`src/common/ivtu_defines.vh`:
```
`ifndef IVTU_DEFINES_VH
`define IVTU_DEFINES_VH

// node count and layout
`define IVTU_NODES          8
`define IVTU_HW_NODES       4
`define IVTU_TRAPS          8
`define IVTU_STK_DEPTH      4'h8

// node control fields
`define IVTU_LVL_HI         3
`define IVTU_LVL_LO         0
`define IVTU_IE_BIT         6
`define IVTU_IR_BIT         7

// idle level, and the service levels beyond the sixteen interrupt levels
`define IVTU_LVL_IDLE       5'h00
`define IVTU_LVL_TRAP_B     5'h10
`define IVTU_LVL_TRAP_A     5'h11

// trap numbers of the nodes
`define IVTU_TN_CAPREL      7'h27
`define IVTU_TN_ADC_DONE    7'h28
`define IVTU_TN_ADC_OVR     7'h29
`define IVTU_TN_XFER_END    7'h4C
`define IVTU_TN_FREE0       7'h10
`define IVTU_TN_FREE1       7'h11
`define IVTU_TN_FREE2       7'h12
`define IVTU_TN_FREE3       7'h13

// trap numbers of the hardware traps
`define IVTU_TN_NMI         7'h02
`define IVTU_TN_STKOF       7'h04
`define IVTU_TN_STKUF       7'h06
`define IVTU_TN_SOFTBRK     7'h08
`define IVTU_TN_CLASS_B     7'h0A

// vector spacing: shift applied to trap number
`define IVTU_SHIFT_BASE     4'h2

// register byte addresses
`define IVTU_A_NODE0        8'h00
`define IVTU_A_NODE_LAST    8'h1C
`define IVTU_A_VSEG         8'h20
`define IVTU_A_CPUCON       8'h24
`define IVTU_A_TFLAG        8'h28
`define IVTU_A_ISTAT        8'h2C
`define IVTU_A_IMASK        8'h30
`define IVTU_A_SVC          8'h34

// reset values
`define IVTU_RST_VSEG       8'h00
`define IVTU_RST_VSC        2'h0

// interrupt status bits
`define IVTU_EV_TRAP        0
`define IVTU_EV_FULL        1
`define IVTU_EV_UNDER       2
`define IVTU_EV_W           3

`endif

```
`src/rtl/ivtu_pick.v`:
```
`timescale 1ns/1ps
`include "ivtu_defines.vh"

// picks the pending, enabled node with the highest level; lower index wins ties
module ivtu_pick (
  input  wire [`IVTU_NODES-1:0]   req,
  input  wire [`IVTU_NODES-1:0]   en,
  input  wire [4*`IVTU_NODES-1:0] lvl,
  output reg                      found,
  output reg  [2:0]               idx,
  output reg  [3:0]               best
);

  integer i;

  //////////////////////////////////////////////////////////////////////////
  // linear scan, strict compare keeps the lowest index on equal levels
  always @* begin
    found = 1'b0;
    idx   = 3'h0;
    best  = 4'h0;
    for (i = 0; i < `IVTU_NODES; i = i + 1) begin
      if (req[i] && en[i] && (!found || lvl[4*i +: 4] > best)) begin
        found = 1'b1;
        idx   = i[2:0];
        best  = lvl[4*i +: 4];
      end
    end
  end

endmodule

```
`src/rtl/ivtu_core.v`:
```
// The register addresses and the Avalon-MM slave port are this design's own decisions.
`timescale 1ns/1ps
`include "ivtu_defines.vh"

module ivtu_core (
  input  wire                      clk,
  input  wire                      rst,
  input  wire                      ce,
  // avalon-mm slave
  input  wire [7:0]                avs_address,
  input  wire                      avs_read,
  input  wire                      avs_write,
  input  wire [31:0]               avs_writedata,
  input  wire [3:0]                avs_byteenable,
  output wire [31:0]               avs_readdata,
  output wire                      avs_waitrequest,
  // request sources
  input  wire [`IVTU_HW_NODES-1:0] node_hw_req,
  input  wire [`IVTU_TRAPS-1:0]    trap_event,
  // cpu side
  output wire                      vec_valid,
  output wire [23:0]               vec_addr,
  output wire [6:0]                vec_trap,
  output wire                      vec_is_trap,
  input  wire                      vec_ack,
  input  wire                      svc_return,
  output wire                      irq
);

  //////////////////////////////////////////////////////////////////////////
  // functions

  // fixed trap number of each node
  function [6:0] node_trap;
    input [2:0] n;
    begin
      case (n)
        3'h0:    node_trap = `IVTU_TN_CAPREL;
        3'h1:    node_trap = `IVTU_TN_ADC_DONE;
        3'h2:    node_trap = `IVTU_TN_ADC_OVR;
        3'h3:    node_trap = `IVTU_TN_XFER_END;
        3'h4:    node_trap = `IVTU_TN_FREE0;
        3'h5:    node_trap = `IVTU_TN_FREE1;
        3'h6:    node_trap = `IVTU_TN_FREE2;
        default: node_trap = `IVTU_TN_FREE3;
      endcase
    end
  endfunction

  // offset inside the segment: trap number times the spacing
  function [15:0] vec_offset;
    input [6:0] tn;
    input [1:0] vsc;
    reg   [3:0] sh;
    begin
      sh         = `IVTU_SHIFT_BASE + {2'h0, vsc};
      vec_offset = {9'h000, tn} << sh;
    end
  endfunction

  //////////////////////////////////////////////////////////////////////////
  // state

  reg [7:0]                node_ctl_r [0:`IVTU_NODES-1]; // node control words
  reg [7:0]                vseg_r;       // vector segment
  reg [1:0]                vsc_r;        // spacing field
  reg [`IVTU_TRAPS-1:0]    tflag_r;      // sticky trap flags for software
  reg [`IVTU_TRAPS-1:0]    tpend_r;      // traps awaiting vectoring
  reg [`IVTU_EV_W-1:0]     istat_r;      // interrupt status
  reg [`IVTU_EV_W-1:0]     imask_r;      // interrupt mask
  reg [4:0]                stk_r [0:7];  // levels of nested services
  reg [3:0]                sp_r;         // stack fill
  reg                      ack_r;        // bus answer cycle
  reg [31:0]               rdata_r;      // read data
  reg                      ofr_valid_r;  // registered offer to cpu
  reg [23:0]               ofr_addr_r;
  reg [6:0]                ofr_trap_r;
  reg                      ofr_is_trap_r;
  reg                      ofr_cls_a_r;
  reg [2:0]                ofr_idx_r;    // node or class-a trap index
  reg [4:0]                ofr_lvl_r;

  integer k;   // gather loop
  integer ks;  // stack reset loop
  integer kn;  // node register loop

  //////////////////////////////////////////////////////////////////////////
  // combinational decode

  wire       bus_req  = avs_read | avs_write;
  wire       bus_wr   = ack_r & avs_write & avs_byteenable[0];
  wire       bus_rd   = ack_r & avs_read;
  wire       node_sel = (avs_address <= `IVTU_A_NODE_LAST) && (avs_address[1:0] == 2'h0);
  wire [2:0] node_n   = avs_address[4:2];
  wire       take     = ce & vec_ack & ofr_valid_r;
  wire       ret      = ce & svc_return;
  wire [4:0] cur_lvl  = (sp_r == 4'h0) ? `IVTU_LVL_IDLE : stk_r[sp_r[2:0] - 3'h1];
  wire       stk_full = (sp_r == `IVTU_STK_DEPTH);

  assign avs_waitrequest = bus_req & ~ack_r;
  assign avs_readdata    = rdata_r;
  assign vec_valid       = ofr_valid_r;
  assign vec_addr        = ofr_addr_r;
  assign vec_trap        = ofr_trap_r;
  assign vec_is_trap     = ofr_is_trap_r;
  assign irq             = |(istat_r & imask_r);

  // gather request, enable and level for the picker
  reg [`IVTU_NODES-1:0]   pk_req;
  reg [`IVTU_NODES-1:0]   pk_en;
  reg [4*`IVTU_NODES-1:0] pk_lvl;
  always @* begin
    pk_req = {`IVTU_NODES{1'b0}};
    pk_en  = {`IVTU_NODES{1'b0}};
    pk_lvl = {4*`IVTU_NODES{1'b0}};
    for (k = 0; k < `IVTU_NODES; k = k + 1) begin
      pk_req[k]       = node_ctl_r[k][`IVTU_IR_BIT];
      pk_en[k]        = node_ctl_r[k][`IVTU_IE_BIT];
      pk_lvl[4*k +: 4] = node_ctl_r[k][`IVTU_LVL_HI:`IVTU_LVL_LO];
    end
  end

  wire       pk_found;
  wire [2:0] pk_idx;
  wire [3:0] pk_best;

  ivtu_pick u_pick (
    .req   (pk_req),
    .en    (pk_en),
    .lvl   (pk_lvl),
    .found (pk_found),
    .idx   (pk_idx),
    .best  (pk_best)
  );

  // pick the offer: class a traps, then class b, then nodes
  reg        nx_valid;
  reg [6:0]  nx_trap;
  reg        nx_is_trap;
  reg        nx_cls_a;
  reg [2:0]  nx_idx;
  reg [4:0]  nx_lvl;
  always @* begin
    nx_valid   = 1'b0;
    nx_trap    = 7'h00;
    nx_is_trap = 1'b0;
    nx_cls_a   = 1'b0;
    nx_idx     = 3'h0;
    nx_lvl     = `IVTU_LVL_IDLE;
    if (|tpend_r[3:0]) begin
      nx_is_trap = 1'b1;
      nx_cls_a   = 1'b1;
      nx_lvl     = `IVTU_LVL_TRAP_A;
      if (tpend_r[0]) begin
        nx_trap = `IVTU_TN_NMI;
        nx_idx  = 3'h0;
      end else if (tpend_r[1]) begin
        nx_trap = `IVTU_TN_STKOF;
        nx_idx  = 3'h1;
      end else if (tpend_r[2]) begin
        nx_trap = `IVTU_TN_STKUF;
        nx_idx  = 3'h2;
      end else begin
        nx_trap = `IVTU_TN_SOFTBRK;
        nx_idx  = 3'h3;
      end
    end else if (|tpend_r[7:4]) begin
      // class b traps share one vector
      nx_is_trap = 1'b1;
      nx_lvl     = `IVTU_LVL_TRAP_B;
      nx_trap    = `IVTU_TN_CLASS_B;
    end else if (pk_found) begin
      nx_lvl  = {1'b0, pk_best};
      nx_idx  = pk_idx;
      nx_trap = node_trap(pk_idx);
    end
    // a trap waits only for a full stack or for a trap of its own class or a higher one in service
    // trap levels sit above all sixteen node levels
    if (nx_lvl > cur_lvl)
      nx_valid = 1'b1;
  end

  //////////////////////////////////////////////////////////////////////////
  // offer register; dropped for one cycle after take or return so that a
  // stale offer built before the stack moved is never shown twice
  always @(posedge clk or posedge rst) begin
    if (rst) begin
      ofr_valid_r   <= 1'b0;
      ofr_addr_r    <= 24'h000000;
      ofr_trap_r    <= 7'h00;
      ofr_is_trap_r <= 1'b0;
      ofr_cls_a_r   <= 1'b0;
      ofr_idx_r     <= 3'h0;
      ofr_lvl_r     <= 5'h00;
    end else if (ce) begin
      ofr_valid_r   <= nx_valid & ~stk_full & ~take & ~ret;
      ofr_addr_r    <= {vseg_r, vec_offset(nx_trap, vsc_r)};
      ofr_trap_r    <= nx_trap;
      ofr_is_trap_r <= nx_is_trap;
      ofr_cls_a_r   <= nx_cls_a;
      ofr_idx_r     <= nx_idx;
      ofr_lvl_r     <= nx_lvl;
    end
  end

  //////////////////////////////////////////////////////////////////////////
  // service stack: push on take, pop on return
  always @(posedge clk or posedge rst) begin
    if (rst) begin
      sp_r <= 4'h0;
      for (ks = 0; ks < 8; ks = ks + 1)
        stk_r[ks] <= 5'h00;
    end else if (ce) begin
      if (take) begin
        stk_r[sp_r[2:0]] <= ofr_lvl_r;
        sp_r             <= sp_r + 4'h1;
      end else if (ret && sp_r != 4'h0) begin
        sp_r <= sp_r - 4'h1;
      end
    end
  end

  //////////////////////////////////////////////////////////////////////////
  // traps: pending bits and software-visible flags
  always @(posedge clk or posedge rst) begin
    if (rst) begin
      tpend_r <= {`IVTU_TRAPS{1'b0}};
      tflag_r <= {`IVTU_TRAPS{1'b0}};
    end else if (ce) begin
      // pending cleared on take, new event wins
      if (take && ofr_is_trap_r) begin
        if (ofr_cls_a_r)
          tpend_r <= (tpend_r & ~({{`IVTU_TRAPS-1{1'b0}}, 1'b1} << ofr_idx_r)) | trap_event;
        else
          tpend_r <= {4'h0, tpend_r[3:0]} | trap_event;
      end else begin
        tpend_r <= tpend_r | trap_event;
      end
      // write one to clear, set wins
      if (bus_wr && avs_address == `IVTU_A_TFLAG)
        tflag_r <= (tflag_r & ~avs_writedata[`IVTU_TRAPS-1:0]) | trap_event;
      else
        tflag_r <= tflag_r | trap_event;
    end
  end

  //////////////////////////////////////////////////////////////////////////
  // node control registers
  always @(posedge clk or posedge rst) begin
    if (rst) begin
      for (kn = 0; kn < `IVTU_NODES; kn = kn + 1)
        node_ctl_r[kn] <= 8'h00;
    end else if (ce) begin
      for (kn = 0; kn < `IVTU_NODES; kn = kn + 1) begin
        // software writes request, enable and level
        if (bus_wr && node_sel && node_n == kn[2:0])
          node_ctl_r[kn] <= avs_writedata[7:0] & 8'hCF;
        // request cleared when the cpu takes the node
        else if (take && !ofr_is_trap_r && ofr_idx_r == kn[2:0])
          node_ctl_r[kn][`IVTU_IR_BIT] <= 1'b0;
        // only low nodes have a hardware line; set wins
        if (kn < `IVTU_HW_NODES) begin
          if (node_hw_req[kn])
            node_ctl_r[kn][`IVTU_IR_BIT] <= 1'b1;
        end
      end
    end
  end

  //////////////////////////////////////////////////////////////////////////
  // configuration, mask, interrupt status
  always @(posedge clk or posedge rst) begin
    if (rst) begin
      vseg_r  <= `IVTU_RST_VSEG;
      vsc_r   <= `IVTU_RST_VSC;
      imask_r <= {`IVTU_EV_W{1'b0}};
      istat_r <= {`IVTU_EV_W{1'b0}};
    end else if (ce) begin
      if (bus_wr && avs_address == `IVTU_A_VSEG)
        vseg_r <= avs_writedata[7:0];
      if (bus_wr && avs_address == `IVTU_A_CPUCON)
        vsc_r <= avs_writedata[1:0];
      if (bus_wr && avs_address == `IVTU_A_IMASK)
        imask_r <= avs_writedata[`IVTU_EV_W-1:0];
      // read clears, events in the same cycle survive
      istat_r <= ((bus_rd && avs_address == `IVTU_A_ISTAT) ? {`IVTU_EV_W{1'b0}} : istat_r)
               | {ret && sp_r == 4'h0, nx_valid && stk_full, |trap_event};
    end
  end

  //////////////////////////////////////////////////////////////////////////
  // bus: one wait cycle, data registered for the answer cycle
  always @(posedge clk or posedge rst) begin
    if (rst) begin
      ack_r   <= 1'b0;
      rdata_r <= 32'h00000000;
    end else if (ce) begin
      ack_r   <= bus_req & ~ack_r;
      rdata_r <= 32'h00000000;
      if (avs_read && !ack_r) begin
        if (node_sel)
          rdata_r <= {24'h000000, node_ctl_r[node_n]};
        else begin
          case (avs_address)
            `IVTU_A_VSEG:   rdata_r <= {24'h000000, vseg_r};
            `IVTU_A_CPUCON: rdata_r <= {30'h00000000, vsc_r};
            `IVTU_A_TFLAG:  rdata_r <= {24'h000000, tflag_r};
            `IVTU_A_ISTAT:  rdata_r <= {29'h00000000, istat_r};
            `IVTU_A_IMASK:  rdata_r <= {29'h00000000, imask_r};
            `IVTU_A_SVC:    rdata_r <= {19'h00000, cur_lvl, 4'h0, sp_r};
            default:        rdata_r <= 32'h00000000;
          endcase
        end
      end
    end
  end

endmodule

```
`config.mk`:
```
export PLATFORM = sky130hd
export DESIGN_NAME = ivtu_core
export DESIGN_NICKNAME = d
export VERILOG_FILES = /design/src/rtl/ivtu_pick.v /design/src/rtl/ivtu_core.v
export VERILOG_INCLUDE_DIRS = /design/src /design/src/common
export SDC_FILE = /design/constraint.sdc
export NUM_CORES = 1
export LEC_CHECK = 0
export BUFFER_PORTS_ARGS = -buffer_cell sky130_fd_sc_hd__buf_2
export CAP_MARGIN = 30
export CORE_MARGIN = 2
export CORE_UTILIZATION = 54
export CTS_CLUSTER_SIZE = 30
export DETAILED_ROUTE_END_ITERATION = 6
export PLACE_DENSITY = 0.71
export RECOVER_POWER = 50
export SYNTH_ARGS = -nofsm -noshare
export SYNTH_HDL_FRONTEND = slang
export SYNTH_SLANG_ARGS = --single-unit
```
`constraint.sdc`:
```
create_clock -name clk -period 35.5 [get_ports clk]
set_clock_uncertainty 0.1 [all_clocks]
set_input_delay 0 -clock clk [delete_from_list [all_inputs] [get_ports clk]]
set_output_delay 0 -clock clk [all_outputs]
set_load 0.05 [all_outputs]
```
; After elaboration in Yosys (flattened, before gate mapping)
; Index checks and enable logic that the tools add are counted.
[word_totals]
output_inout_bits = 67
register_bits = 199
input_bits = 63
elab_cells = 298
[classes]
mux = 82
n_eq_ne = 27
bitwise = 29
n_shift = 2
reduce_logical = 101
addsub = 4
n_lt_le_gt_ge = 13
[op_table]
columns = op, n
row1 = one-hot mux 13 bit (6 select lines), 1
row2 = 2-to-1 mux 32 bit, 2
row3 = 2-to-1 mux 4 bit, 14
row4 = one-hot mux 7 bit (7 select lines), 1
row5 = "equality test 8 x 6 -> 1 bit, second input constant", 6
row6 = logical AND 1 bit, 45
row7 = AND reduction 2 bit, 21
row8 = bitwise mux 40 bit, 1
row9 = 2-to-1 mux 8 bit, 5
row10 = 2-to-1 mux 1 bit, 34
row11 = "equality test 3 bit, second input constant", 11
row12 = bitwise OR 8 bit, 4
row13 = 2-to-1 mux 5 bit, 6
row14 = greater-than comparator 4 bit, 7
row15 = binary-select mux 8 bit (select 3 bit), 1
row16 = 2-to-1 mux 3 bit, 8
row17 = 2-to-1 mux 7 bit, 3
row18 = "equality test 3 x 2 -> 1 bit, second input constant", 6
row19 = bitwise AND 8 bit, 2
row20 = NOT 8 bit, 2
row21 = << shifter 7 x 3 -> 16 bit, 1
row22 = binary-select mux 5 bit (select 3 bit), 1
row23 = demux 5 bit (select 3 bit), 1
row24 = ">= comparator 4 bit, second input constant", 3
row25 = other kinds (29), 72

; Depth between registers and ports, before layout
[logic_depth]
word_depth = 38
mapped_depth = 62
ltp_nobuf = 55

; Cells and area by module
; Synthesis repeated with hierarchy kept, for this count alone.
[hier_totals]
cells_unflattened = 900
area_unflattened_um2 = 10058.4
[by_module_without_submodules]
columns = module, cells_each, area_per_inst_um2, n_inst
row1 = ivtu_core, 725, 8720.9, 1
row2 = ivtu_pick, 175, 1337.5, 1

; Worst setup path before layout
; Ideal clock, no wire load.
[synth_timing]
path_kind = flip-flop to flip-flop
startpoint = register node_ctl_r[63] (netlist name)
endpoint = register istat_r[1]
synth_period_minus_slack_ns = 11.539
path_buffers = 7
setup_slack_ns = 23.961
stages_incl_launch_ff = 61
arrival_time_ns = 11.317
cell_sequence = dfrtp_1 > and2_1 > nand2_1 > ha_1 > and4_1 > a21oi_1 > o21a_1 > clkbuf_1 > o21a_1 > ha_1 > a211oi_1 > a21oi_1 > a211oi_1 > nor2_1 > ha_1 > and4_1 > a31oi_1 > o21ba_2 > (+25 left out) > o211ai_1 > o21ai_0 > inv_1 > ha_1 > a21oi_1 > o21ai_0 > a31oi_2 > clkbuf_1 > mux2i_1 > nor2_1 > ha_1 > nor2b_1 > o21a_1 > o21ai_0 > nand2b_1 > a21oi_1 > a311oi_1 > a32o_1
[synth_via]
elab_chain_len = 37
word_cells_on_any_way = 52
cone_classes = order compare (8) / mux (20) / bitwise (1) / reduce/logical (23)
[synth_rtl]
columns = item, line
row1 = from (decl), ivtu_core.v:64  ; reg [7:0] node_ctl_r [0:`IVTU_NODES-1];
row2 = "from (signal, indexed assignment)", ivtu_core.v:257  ; node_ctl_r[kn] <= avs_writedata[7:0] & 8'hCF;
row3 = logical AND 1 bit (*), ivtu_pick.v:23  ; if (req[i] && en[i] && (!found || lvl[4*i +: 4] > best)) begin
row4 = 2-to-1 mux 4 bit / 2-to-1 mux 1 bit (equally long branches), ivtu_pick.v:23
row5 = greater-than comparator 4 bit / zero test 1 bit (equally long branches), ivtu_pick.v:23
row6 = logical OR 1 bit, ivtu_pick.v:23
row7 = logical AND 1 bit, ivtu_pick.v:23
row8 = 2-to-1 mux 4 bit / 2-to-1 mux 1 bit (equally long branches), ivtu_pick.v:23
row9 = greater-than comparator 4 bit / zero test 1 bit (equally long branches), ivtu_pick.v:23
row10 = logical OR 1 bit, ivtu_pick.v:23
row11 = (+22 left out), --
row12 = 2-to-1 mux 4 bit (*), ivtu_core.v:172  ; end else if (pk_found) begin
row13 = 2-to-1 mux 5 bit (*), ivtu_core.v:167  ; end else if (|tpend_r[7:4]) begin
row14 = 2-to-1 mux 5 bit (*), ivtu_core.v:150  ; if (|tpend_r[3:0]) begin
row15 = via nx_lvl[1], ivtu_core.v:142  ; reg [4:0] nx_lvl;
row16 = greater-than comparator 5 bit (*), ivtu_core.v:179  ; if (nx_lvl > cur_lvl)
row17 = 2-to-1 mux 1 bit (*), ivtu_core.v:179
row18 = logical AND 1 bit (*), ivtu_core.v:287  ; | {ret && sp_r == 4'h0, nx_valid && stk_full, |trap_event};
row19 = bitwise OR 3 bit (*), ivtu_core.v:286  ; istat_r <= ((bus_rd && avs_address == `IVTU_A_ISTAT) ? {`IVTU_EV_W{1'b0}} : istat_r)
row20 = to (signal assigned), ivtu_core.v:277  ; istat_r <= {`IVTU_EV_W{1'b0}};
row21 = to (signal assigned), ivtu_core.v:286
row22 = to (decl), ivtu_core.v:69  ; reg [`IVTU_EV_W-1:0] istat_r;
; Mark *: on every way through the listed nets, which the timed path passes. The rest lies on a longest branch.
; A chain may end at the register's enable or synchronous reset.

; Worst setup path in the final report
; Ends and elaborated chain as after synthesis.

==> results.py <==
metrics = {
    "finish": {
        "drive_above_1_share_pct": 21.1,
        "fin_util_pct": 62.5,
        "n_fill_cell": 1462,
        "seq_area_mm2": 0.00445,
        "antenna_cells": 0,
        "multiInputGateArea_mm2": 0.00514,
        "final_nets": 1095,
        "final_cell_mix": "dfrtp_1 (178), mux2_2 (107), nand2_1 (100)",
        "final_common_cell": "dfrtp_1",
        "syn_to_final_growth_pct": 13.0,
    },
    "routing": {
        "drt_wl_total_mm": 26.0,
        "route.vias.total": 7759,
        "drt-wirelength-per-cell_um": 21.0,
        "drcViolationCount": 0,
        "viasPerCell": 6.27,
        "drt_first_iter_violations": 644,
        "first_pass_iters": 5,
        "drtAntennaViolNets": 0,
    },
    "synth": {
        "synth.ff_latch_count": 178,
        "ys.flop_type": "dfrtp_1",
        "ys_seq_area_share_pct": 44.7,
        "ys_warn_count": 0,
        "async_flop_share_pct": 100,
        "synth_edf_count": 0,
        "syn-mean-instance-area_um2": 11.0,
        "netlist_instances": 904,
        "synth_area_mm2": 0.00996,
        "ys_types": 75,
    },
    "clocking": {
        "cts_root_buf": "clkbuf_16",
        "postCtsSetupBuffers": 0,
        "clock-sinks": 178,
        "cts.path.max_buffers": 2,
        "cts_resized": 0,
        "numCtsBuffers": 17,
        "h-tree-depth": 4,
        "clk_pin_slew_ns": 0.08,
        "postCtsHoldBufs": 30,
        "clkLatencyLatePin_ns": 0.43,
        "cts_tree": "done",
    },
    "worst_setup_path": {
        "cp_num_buf_inv": 1,
        "start_kind": "flop",
        "r2r_cells": 53,
        "r2r-start": "node_ctl_r[63]$_DFFE_PP0P_",
        "r2r-end": "istat_r[1]$_DFFE_PP0P_",
        "critPathTopFamily": "compound AO/OA/AOI/OAI gates",
        "cpPeakStageDelay_ns": 0.84,
        "endpoint_kind": "flop",
        "crit_fanout": 20,
        "crit_path_top_delay_cell": "a32oi_1",
        "critical_path_class": "flop to flop",
        "ff2ff_setup_slack_ns": 21.68,
        "crit_required_ns": 35.78,
        "arrival_ns": 14.10,
    },
    "outcome": {
        "status": "finished with violations",
        "violations": "capacitance limit, slew limit",
    },
    "run": {
        "max_cap_viol_count": 3,
    },
    "floorplanning": {
        "die_w_um": 140,
        "die_area_mm2": 0.0195,
        "core_region_area_mm2": 0.0180,
        "die_h_um": 140,
        "initial_core_util_pct": 55.3,
        "rows": 49,
        "num_io_pins": 130,
    },
    "sta": {
        "setup_viol": 0,
        "max_freq_mhz": 72.4,
        "hold_violations": 0,
        "slew_headroom_pct": -119,
        "period_share_pct": 38.9,
        "finalCriticalPeriod_ns": 13.82,
        "rsz0062_at_grt": "no",
        "report.final.slew_viol_count": 183,
        "worst_slew_pin_slew_ns": 3.28,
        "fin_setup_tns_ns": 0,
    },
    "grt": {
        "grt_max_degree": 66,
        "grt_pass1_wl_mm": 42.0,
        "antenna_found_initial": 0,
        "first_global_vias": 7636,
        "grt.total_usage_pct": 27.2,
        "grt_overflow": 0,
    },
    "placed_design": {
        "io_buffers": 81,
        "dp_hpwl_mm": 18.2,
        "gp_congestion": 0.885,
    },
    "min_path": {
        "hold_depth": 2,
        "hold_path_end": "node_ctl_r[33]$_DFFE_PP0P_",
        "min_from": "avs_writedata[1]",
        "hp-class": "input pin to flop",
    },
    "power": {
        "p_per_area_mw_per_mm2": 47.1,
        "peakVddDrop_uv": 38.0,
        "cellLeakagePower_nw": 4.99,
    },
}
layout make-up:
| class | count | area share, % |
|---|---|---|
| multi-input cells | 657 | 45.7 |
| clock inverters | 15 | 1.44 |
| well taps | 229 | 2.55 |
| inverters | 26 | 0.878 |
| clock buffers | 17 | 3.78 |
| flip-flops and latches | 178 | 39.6 |
| repair buffers | 115 | 6.13 |
Yosys cell counts (13+ instances only):
master	instances	area [um^2]
nor3_1	14	70.1
mux4_2	24	541
mux2i_1	13	130
inv_1	24	90.1
dfrtp_1	178	4450
mux2_2	107	1200
a21oi_1	35	175
nand3_1	15	75.1
nor2_1	35	131
o2bb2ai_1	17	149
buf_4	24	180
o21ai_0	36	180
clkbuf_1	30	113
nand2b_1	14	87.6
a21o_1	13	97.6
nor2b_1	13	81.3
nand2_1	100	375
ha_1	36	450
o211ai_1	23	173
worst register-to-register path, delay by kind of cell, from the launching register on:
| family | cells | cell delay (ns) |
|---|---|---|
| AO/OA/AOI/OAI | 31 | 8.55 |
| adder cells (fa/ha/maj) | 8 | 2.27 |
| AND/OR/NAND/NOR | 12 | 1.92 |
| flip-flops | 1 | 0.44 |
| multiplexers | 1 | 0.41 |
| buffers and inverters | 1 | 0.08 |
registers in the layout, indices dropped and copies added, names as in the netlist, 4 cells and up:
name	cells
tpend_r	8
node_ctl_r	48
stk_r	40
vec_trap	7
ofr_lvl_r	5
vec_addr	22
avs_readdata	13
vseg_r	8
tflag_r	8
sp_r	4
where the power goes:
part	internal [mW]	switching, mW
combinational	0.0455	0.0579
sequential	0.217	0.0189
clock	0.100	0.0908
metal layers:
layer | share of wire (%) | global-route usage [%]
met1 | 45 | 39.8
met3 | 7.3 | 5.30
met5 | 0 | 0
met2 | 45 | 41.6
met4 | 1.9 | 7.68
kinds of logic after synthesis:
| logic type | Yosys count | synth area share (%) |
|---|---|---|
| compound gates | 209 | 15.0 |
| flops | 178 | 44.7 |
| simple gates | 241 | 11.9 |
| other cells | 1 | 0.0376 |
| mux | 144 | 18.8 |
| fa+ha+maj | 37 | 4.72 |
| xor+xnor | 5 | 0.440 |
| buf+inv | 89 | 4.37 |
worst max path at each step:
| stage | endpoint | from | slack, ns | depth (start not counted) |
|---|---|---|---|---|
| floorplan | istat_r[1]$_DFFE_PP0P_ | node_ctl_r[63]$_DFFE_PP0P_ | 23.96 | 60 |
| global placement | istat_r[1]$_DFFE_PP0P_ | node_ctl_r[63]$_DFFE_PP0P_ | 22.16 | 52 |
| detailed placement | istat_r[1]$_DFFE_PP0P_ | node_ctl_r[62]$_DFFE_PP0P_ | 22.01 | 52 |
| CTS | istat_r[1]$_DFFE_PP0P_ | node_ctl_r[63]$_DFFE_PP0P_ | 21.95 | 53 |
| global route | istat_r[1]$_DFFE_PP0P_ | node_ctl_r[63]$_DFFE_PP0P_ | 20.73 | 53 |
| finish | istat_r[1]$_DFFE_PP0P_ | node_ctl_r[63]$_DFFE_PP0P_ | 21.68 | 53 |
metrics by stage:
step / setup slack (ns) / power (mW) / hold slack, ns / area (um^2) / instances
3_5_place_dp: 22.01 / 0.340 / 0.000223 / 10400 / 1175
3_3_place_gp: 22.16 / 0.338 / -0.00570 / 10400 / 1174
5_1_grt: 20.73 / 0.550 / 0.0209 / 11300 / 1237
2_1_floorplan: 23.96 / 0.315 / 0.0168 / 10000 / 924
4_1_cts: 21.95 / 0.531 / 0.00873 / 11300 / 1237
6_report: 21.68 / 0.531 / 0.00943 / 11300 / 1237
Power figures use the tool's default switching activity.
